<file path="src/hpp_params.svh">
// constants for the host parallel port pin control block
// assumes one 50 MHz core clock and a synchronous active-high reset
`ifndef HPP_PARAMS_SVH
`define HPP_PARAMS_SVH
`define HPP_CLK_PERIOD_NS 20
`define HPP_DATA_W 16
`define HPP_ADDR_W 16
`define HPP_BYTE_W 8
`define HPP_BANK_SWITCH_CONTROL_REG_DATA_KEEP_BIT 0
`define HPP_BANK_SWITCH_CONTROL_REG_BYTE_KEEP_BIT 1
`define HPP_SEL_CTRL 2'h0
`define HPP_SEL_DATA_INC 2'h1
`define HPP_SEL_ADDR 2'h2
`define HPP_SEL_DATA 2'h3
`endif

</file>
<file path="src/hpp_pkg.sv">
// types for the host parallel port pin control block
// assumes hpp_params.svh is included by the user of the constants
package hpp_pkg;
	typedef enum logic [1:0] {
		HPP_REG_CTRL,
		HPP_REG_ADDR,
		HPP_REG_DATA,
		HPP_REG_NONE
	} hpp_target_t;
	typedef enum {
		HPP_IDLE,
		HPP_FIRST,
		HPP_SECOND
	} hpp_state_t;
endpackage : hpp_pkg

</file>
<file path="src/hpp_pin_ctrl.sv">
// host parallel port pin control: strap capture, tristate, keepers, pullups
// assumes synchronous pins; the pad ring resolves data from oe and keepers
// How it works
// - wide strap: sixteen address pins address memory
// - wide strap: sixteen data pins carry words
// - data pins shared between core and port
// - data pins float unless driving, reset, hold, off
// - data keepers hold last level, reset off
// - wide strap: byte lines become general IO
// - byte lines float unless driving or off
// - byte keepers hold last level, own bit
// - select lines pick one of three registers
// - byte marker orders word halves
// - pullups on only when enable strap low
// - enable strap caught at reset release only
// - wide mode drops control and address registers
`timescale 1ns/1ps
`include "hpp_params.svh"
module hpp_pin_ctrl
	import hpp_pkg::*;
#(
	parameter int DATA_W = `HPP_DATA_W,
	parameter int ADDR_W = `HPP_ADDR_W,
	parameter int BYTE_W = `HPP_BYTE_W
) (
	// clock and reset
	input wire logic clk,
	input wire logic rst,
	// straps and global pin controls
	input wire logic port_enable_strap,
	input wire logic wide_mode_strap,
	input wire logic bus_hold,
	input wire logic output_float_n,
	// bank switch control register bits
	input wire logic bank_switch_control_reg_wr,
	input wire logic [1:0] bank_switch_control_reg_wdata,
	// host control pins
	input wire logic port_chip_select_n,
	input wire logic register_select_low,
	input wire logic register_select_high,
	input wire logic byte_half_marker,
	input wire logic host_write,
	input wire logic host_strobe,
	// host byte lines
	input wire logic [BYTE_W-1:0] host_byte_lines_in,
	output logic [BYTE_W-1:0] host_byte_lines_out,
	output logic host_byte_lines_oe,
	output logic byte_line_keeper_enable,
	// general purpose use of byte lines in wide mode
	input wire logic [BYTE_W-1:0] gpio_out,
	input wire logic [BYTE_W-1:0] gpio_dir,
	output logic [BYTE_W-1:0] gpio_in,
	// wide address and data pins
	input wire logic [ADDR_W-1:0] wide_address_lines,
	input wire logic [DATA_W-1:0] wide_data_lines_in,
	output logic [DATA_W-1:0] wide_data_lines_out,
	output logic wide_data_lines_oe,
	output logic data_keeper_enable,
	// core external bus use of the data pins
	input wire logic core_drive,
	input wire logic [DATA_W-1:0] core_wdata,
	// memory side of the port
	input wire logic [DATA_W-1:0] mem_rdata,
	output logic mem_req,
	output logic mem_we,
	output logic [ADDR_W-1:0] mem_addr,
	output logic [DATA_W-1:0] mem_wdata,
	output logic [1:0] acc_target,
	// status
	output logic port_enabled,
	output logic wide_mode,
	output logic pullup_enable
);
	logic port_en_r;
	logic wide_r;
	logic rst_d_r;
	logic keep_d_r;
	logic keep_b_r;
	logic [ADDR_W-1:0] addr_r;
	logic [BYTE_W-1:0] lo_byte_r;
	logic [DATA_W-1:0] rd_word_r;
	logic rd_valid_r;
	logic access;
	logic drive_word;
	logic drive_bytes;
	logic [1:0] sel;
	hpp_target_t tgt;
	hpp_target_t wide_tgt;

	function automatic hpp_target_t hpp_decode(input logic [1:0] s,
			input logic wide);
		hpp_target_t t;
		t = HPP_REG_DATA;
		if (wide) begin
			t = HPP_REG_DATA; // wide mode has no ctrl or addr reg
		end else if (s == `HPP_SEL_CTRL) begin
			t = HPP_REG_CTRL;
		end else if (s == `HPP_SEL_ADDR) begin
			t = HPP_REG_ADDR;
		end
		return t;
	endfunction : hpp_decode

	assign sel = {register_select_high, register_select_low};
	// disabled port or deselected chip sees nothing
	assign access = port_en_r && !port_chip_select_n && host_strobe;
	assign tgt = hpp_decode(sel, 1'b0);
	assign wide_tgt = hpp_decode(sel, 1'b1);

	// strap taken only on the first clock after reset release
	always_ff @(posedge clk) begin
		rst_d_r <= rst;
		if (rst) begin
			port_en_r <= 1'b0;
			wide_r <= 1'b0;
		end else if (rst_d_r) begin
			port_en_r <= port_enable_strap;
			wide_r <= wide_mode_strap;
		end
	end

	// keeper bits of the bank switch control register, off after reset
	always_ff @(posedge clk) begin
		if (rst) begin
			keep_d_r <= 1'b0;
			keep_b_r <= 1'b0;
		end else if (bank_switch_control_reg_wr) begin
			keep_d_r <= bank_switch_control_reg_wdata[`HPP_BANK_SWITCH_CONTROL_REG_DATA_KEEP_BIT];
			keep_b_r <= bank_switch_control_reg_wdata[`HPP_BANK_SWITCH_CONTROL_REG_BYTE_KEEP_BIT];
		end
	end

	// host access handling: byte pairing or wide words
	always_ff @(posedge clk) begin
		if (rst) begin
			addr_r <= '0;
			lo_byte_r <= '0;
			rd_word_r <= '0;
			rd_valid_r <= 1'b0;
			mem_req <= 1'b0;
			mem_we <= 1'b0;
			mem_addr <= '0;
			mem_wdata <= '0;
			acc_target <= 2'h0;
		end else begin
			mem_req <= 1'b0;
			mem_we <= 1'b0;
			rd_valid_r <= 1'b0;
			if (access && wide_r) begin
				// full word over the wide pins
				mem_req <= 1'b1;
				mem_we <= host_write;
				mem_addr <= wide_address_lines;
				mem_wdata <= wide_data_lines_in;
				acc_target <= wide_tgt;
				rd_word_r <= mem_rdata;
				rd_valid_r <= !host_write;
			end else if (access) begin
				acc_target <= tgt;
				if (!byte_half_marker) begin
					// first byte is the high half
					lo_byte_r <= host_byte_lines_in;
					rd_word_r <= mem_rdata;
					rd_valid_r <= !host_write;
				end else if (tgt == HPP_REG_ADDR && host_write) begin
					addr_r <= {lo_byte_r, host_byte_lines_in};
				end else if (tgt == HPP_REG_DATA) begin
					// second byte completes the word
					mem_req <= 1'b1;
					mem_we <= host_write;
					mem_addr <= addr_r;
					mem_wdata <= {lo_byte_r, host_byte_lines_in};
					rd_valid_r <= !host_write;
				end
			end
		end
	end

	// pin drive: the core bus wins, the port only when granted
	assign drive_word = core_drive || (port_en_r && wide_r && rd_valid_r);
	assign drive_bytes = port_en_r && (wide_r ? (|gpio_dir) : rd_valid_r);

	always_ff @(posedge clk) begin
		if (rst || bus_hold || !output_float_n) begin
			wide_data_lines_oe <= 1'b0;
			wide_data_lines_out <= '0;
		end else begin
			wide_data_lines_oe <= drive_word;
			wide_data_lines_out <= core_drive ? core_wdata : rd_word_r;
		end
	end

	always_ff @(posedge clk) begin
		if (rst || !output_float_n) begin
			host_byte_lines_oe <= 1'b0;
			host_byte_lines_out <= '0;
		end else begin
			host_byte_lines_oe <= drive_bytes;
			if (wide_r) begin
				host_byte_lines_out <= gpio_out;
			end else if (byte_half_marker) begin
				host_byte_lines_out <= rd_word_r[BYTE_W-1:0];
			end else begin
				host_byte_lines_out <= rd_word_r[DATA_W-1:BYTE_W];
			end
		end
	end

	// status and pin control outputs, all registered
	always_ff @(posedge clk) begin
		if (rst) begin
			port_enabled <= 1'b0;
			wide_mode <= 1'b0;
			pullup_enable <= 1'b0;
			gpio_in <= '0;
			data_keeper_enable <= 1'b0;
			byte_line_keeper_enable <= 1'b0;
		end else begin
			port_enabled <= port_en_r;
			wide_mode <= wide_r;
			// off until the strap has really been taken
			pullup_enable <= !port_en_r && !rst_d_r;
			gpio_in <= wide_r ? host_byte_lines_in : '0;
			data_keeper_enable <= keep_d_r;
			byte_line_keeper_enable <= keep_b_r;
		end
	end

	a_float_data_off: assert property (
		@(posedge clk) disable iff (rst)
		(!output_float_n || bus_hold) |=> !wide_data_lines_oe)
		else $error("data pins driven while float or hold");
	a_float_bytes_off: assert property (
		@(posedge clk) disable iff (rst)
		!output_float_n |=> !host_byte_lines_oe)
		else $error("byte lines driven while float");
	a_keep_reset_off: assert property (
		@(posedge clk)
		$fell(rst) |-> !data_keeper_enable && !byte_line_keeper_enable)
		else $error("keepers enabled out of reset");
	a_keep_follow_bit: assert property (
		@(posedge clk) disable iff (rst)
		bank_switch_control_reg_wr |=> ##1 byte_line_keeper_enable ==
			$past(bank_switch_control_reg_wdata[1], 2))
		else $error("byte keeper ignores control bit");
	a_pullup_strap: assert property (
		@(posedge clk) disable iff (rst)
		pullup_enable |-> !port_enabled)
		else $error("pullups on while port enabled");
	a_strap_sticky: assert property (
		@(posedge clk) disable iff (rst)
		$past(rst_d_r) == 1'b0 && !$past(rst) |-> $stable(port_en_r))
		else $error("enable strap changed outside reset");
	a_cs_ignored: assert property (
		@(posedge clk) disable iff (rst)
		port_chip_select_n |=> !mem_req)
		else $error("transfer started without chip select");
	a_disabled_quiet: assert property (
		@(posedge clk) disable iff (rst)
		!port_en_r && !core_drive |=> !wide_data_lines_oe &&
			!host_byte_lines_oe)
		else $error("disabled port drives pins");
	a_wide_word: assert property (
		@(posedge clk) disable iff (rst)
		access && wide_r |=> mem_req && mem_addr == $past(wide_address_lines))
		else $error("wide access lost its address");
endmodule : hpp_pin_ctrl

</file>
<file path="config.mk">
export PLATFORM = sky130hd
export DESIGN_NAME = hpp_pin_ctrl
export DESIGN_NICKNAME = d
export VERILOG_FILES = /design/src/hpp_pkg.sv /design/src/hpp_pin_ctrl.sv
export VERILOG_INCLUDE_DIRS = /design/src
export SDC_FILE = /design/constraint.sdc
export NUM_CORES = 1
export LEC_CHECK = 0
export ABC_AREA = 0
export ABC_CLOCK_PERIOD_IN_PS = 2760
export BUFFER_PORTS_ARGS = -buffer_cell sky130_fd_sc_hd__clkbuf_2
export CORE_ASPECT_RATIO = 1.2
export CORE_UTILIZATION = 52
export CTS_CLUSTER_SIZE = 14
export DETAILED_ROUTE_END_ITERATION = 10
export GPL_TIMING_DRIVEN = 0
export PLACE_DENSITY = 0.84
export SYNTH_ARGS = -nofsm -noshare
export SYNTH_HDL_FRONTEND = slang
export SYNTH_SLANG_ARGS = --single-unit
</file>
<file path="constraint.sdc">
create_clock -name clk -period 2.76 [get_ports clk]
set_input_delay 0.552 -clock clk [delete_from_list [all_inputs] [get_ports clk]]
set_output_delay 0.552 -clock clk [all_outputs]
set_load 0.03 [all_outputs]
</file>
==> results.txt <==
Worst rel slew slack - 51.60%
Synth top area share - 51.34%
CP max FO - 2
Crit path launch type - register
Synth async-reset ratio - 0%
Clk_lat worst skew - 0.51 ns
Post-CTS Hold Fix Bufs - 0
Setup CP Type - register to output port
DRT Pass-1 Iters - 4
Crit-path leading delay family - flip-flops
Crit-path max cell delay - 0.35 ns
CP Capture Type - output port
Worst ir drop on vdd - 431.9 µV
Antenna Diode Count - 0
Setup Viol. Count Final - 0
Fin. max-slew vios - 0
R2R depth - 6
Die Y - 106.3 µm
Reg-to-Reg Start - port_en_r$_SDFFE_PP0P_
Clock sinks - 121
Area leader, netlist - dfxtp_1
FMAX - 609.4 MHz
Synth Instances - 471
Worst R2R Setup Slack - 1.15 ns
Leakage - 2.737 nW
Post-Syn Area - 4718 µm²
CP bufs+invs - 1
Vias in the first global route - 4223
I/O pin count - 179
Initial antenna violation count - 0
Worst r2r dst - addr_r[6]$_SDFFE_PP0P_
Global-route wire length before repair - 20130 µm
Total number of vias - 4205
DP HPWL - 9538 µm
Htree depth - 4
Hold Crit Class - input port to register
Clock Skew - 0.008917 ns
Buffer depth of the longest clock path - 2
Gp weighted congestion - 0.8928
Pwr Density - 673.0 nW/µm²
Port Buffer Count - 177
Slowest cell on crit path - dfxtp_1
Total CTS buffers - 17
Routed WL - 13210 µm
Post-CTS setup buffers - 0
Initial Util - 54.21%
Cell variety after synth - 32
#FFs+latches synth - 121
Most frequent cells in the layout - clkbuf_2, dfxtp_1, mux2i_1, nand2_1, a21oi_1
Top post-synthesis cells by area - dfxtp_1, mux2i_1, nand2_1, a211oi_1, a21oi_1
Root Driver - clkbuf_8
Synth Net Count - 575
Crit path arrival time - 1.09 ns
Status - completed
Yosys warns - 0
Overall global routing resource usage - 28.59%
Sequential-to-total area share from yosys stat - 51.34%
Initial detailed-routing violation count - 147
Leading cell type in the layout, fill and taps excluded - clkbuf_2
Average size of a mapped cell - 10.02 µm²
Core Region - 8703 µm²
Post-cts resize count - 0
Avg WL per Cell - 16.61 µm
Row Count - 37
RSZ-0062 raised after global routing - false
Final period util - 59.46%
Share of layout cells above drive strength 1 - 35.55%
EDFF count, synth - 0
Final core occ - 72.61%
Max-Cap Viols - 0
Largest net degree at the start of global routing - 17
Die Footprint - 9460 µm²
Top_reg_cell synth - dfxtp_1
Die X - 88.96 µm
Synth-to-Final Area Change - 33.94%
Worst-path cell chain - clkbuf_2
DR DRC count - 0
CP required - 2.21 ns
Via/cell ratio - 5.289
Aggregate negative setup slack - 0 ns
Slew @ Worst Pin - 0.7260 ns
Final Hold Viols - 0
Global route total overflow - 0
Crit path depth - 1
Period minus WS final - 1.641 ns
CP startpoint - mem_addr[2]$_SDFFE_PP0P_
Reg clk slew, reported paths - 0.06 ns
Nets - 771
Post-route antenna net violation count - 0
CTS tree - yes
CP endpoint - mem_addr[2]
==> cell usage after synthesis, types with 3 or more instances <==
library cell and count:
nand2_1 81, clkbuf_1 14, dfxtp_1 121, and3_1 8, mux2i_1 92, buf_2 17, a21oi_1 42, a211oi_1 33
mux2_2 8, nor2_1 25, nor2b_1 3
==> logic make-up (layout without fill, tap and decap cells) <==
kind of cell | count (synthesis) | count (layout) | share of synthesized area, %
muxes | 100 | 100 | 21.43
DFF | 121 | 121 | 51.34
buffers and inverters | 39 | 246 | 4.375
AOI/OAI and AO/OA | 81 | 81 | 10.85
and+or+nand+nor | 130 | 130 | 12.01
==> registers in the layout (all words and copies together), names as in the netlist, 2 cells and up <==
signal	flops
mem_wdata	16
rd_word_r	16
host_byte_lines_out	8
addr_r	16
lo_byte_r	8
acc_target	2
mem_addr	16
wide_data_lines_out	16
gpio_in	8
==> report_power, final <==
group,internal (mW),switching (mW),leakage [nW]
registers,1.78,0.0149,0.979
clock network,1.37,0.750,0.272
logic,0.136,0.210,1.49
==> per-layer routing <==
layer	track usage, %	wire length [µm]
met5	0	0
met4	14.74	349
met3	8.385	913
met2	49.40	6727
met1	31.10	5216
==> layout make-up <==
cell class,count,area (µm²)
multi-input cells,311,2090
clock buffers,23,476.7
inverters,2,7.507
well taps,117,146.4
plain buffers,37,198.9
flip-flops and latches,121,2422
clock inverters,7,92.59
repair buffers,177,885.9
fillers,648,2384
==> worst min-delay path by stage <==
stage / startpoint / to / slack, ns / depth (start not counted)
floorplan: addr_r[0]$_SDFFE_PP0P_ / addr_r[0]$_SDFFE_PP0P_ / 0.43 / 2
global placement: addr_r[7]$_SDFFE_PP0P_ / addr_r[7]$_SDFFE_PP0P_ / 0.44 / 2
detailed placement: addr_r[13]$_SDFFE_PP0P_ / addr_r[13]$_SDFFE_PP0P_ / 0.45 / 2
CTS: rst / rst_d_r$_DFF_P_ / 0.16 / 1
global route: rst / rst_d_r$_DFF_P_ / 0.17 / 1
finish: rst / rst_d_r$_DFF_P_ / 0.18 / 1
==> per-stage QoR <==
stage / instances / cell area (µm²) / hold slack, ns / setup slack (ns) / power [mW]
after global routing: 795 / 6320 / 0.1667 / 1.078 / 4.377
after floorplan: 471 / 4718 / 0.4341 / 1.172 / 2.021
after CTS: 795 / 6320 / 0.1605 / 1.111 / 4.259
after global placement: 765 / 5751 / 0.4415 / 0.8701 / 2.161
after detailed placement: 765 / 5751 / 0.4468 / 0.8364 / 2.169
final: 795 / 6320 / 0.1769 / 1.119 / 4.253
(Power assumes the default switching activity.)
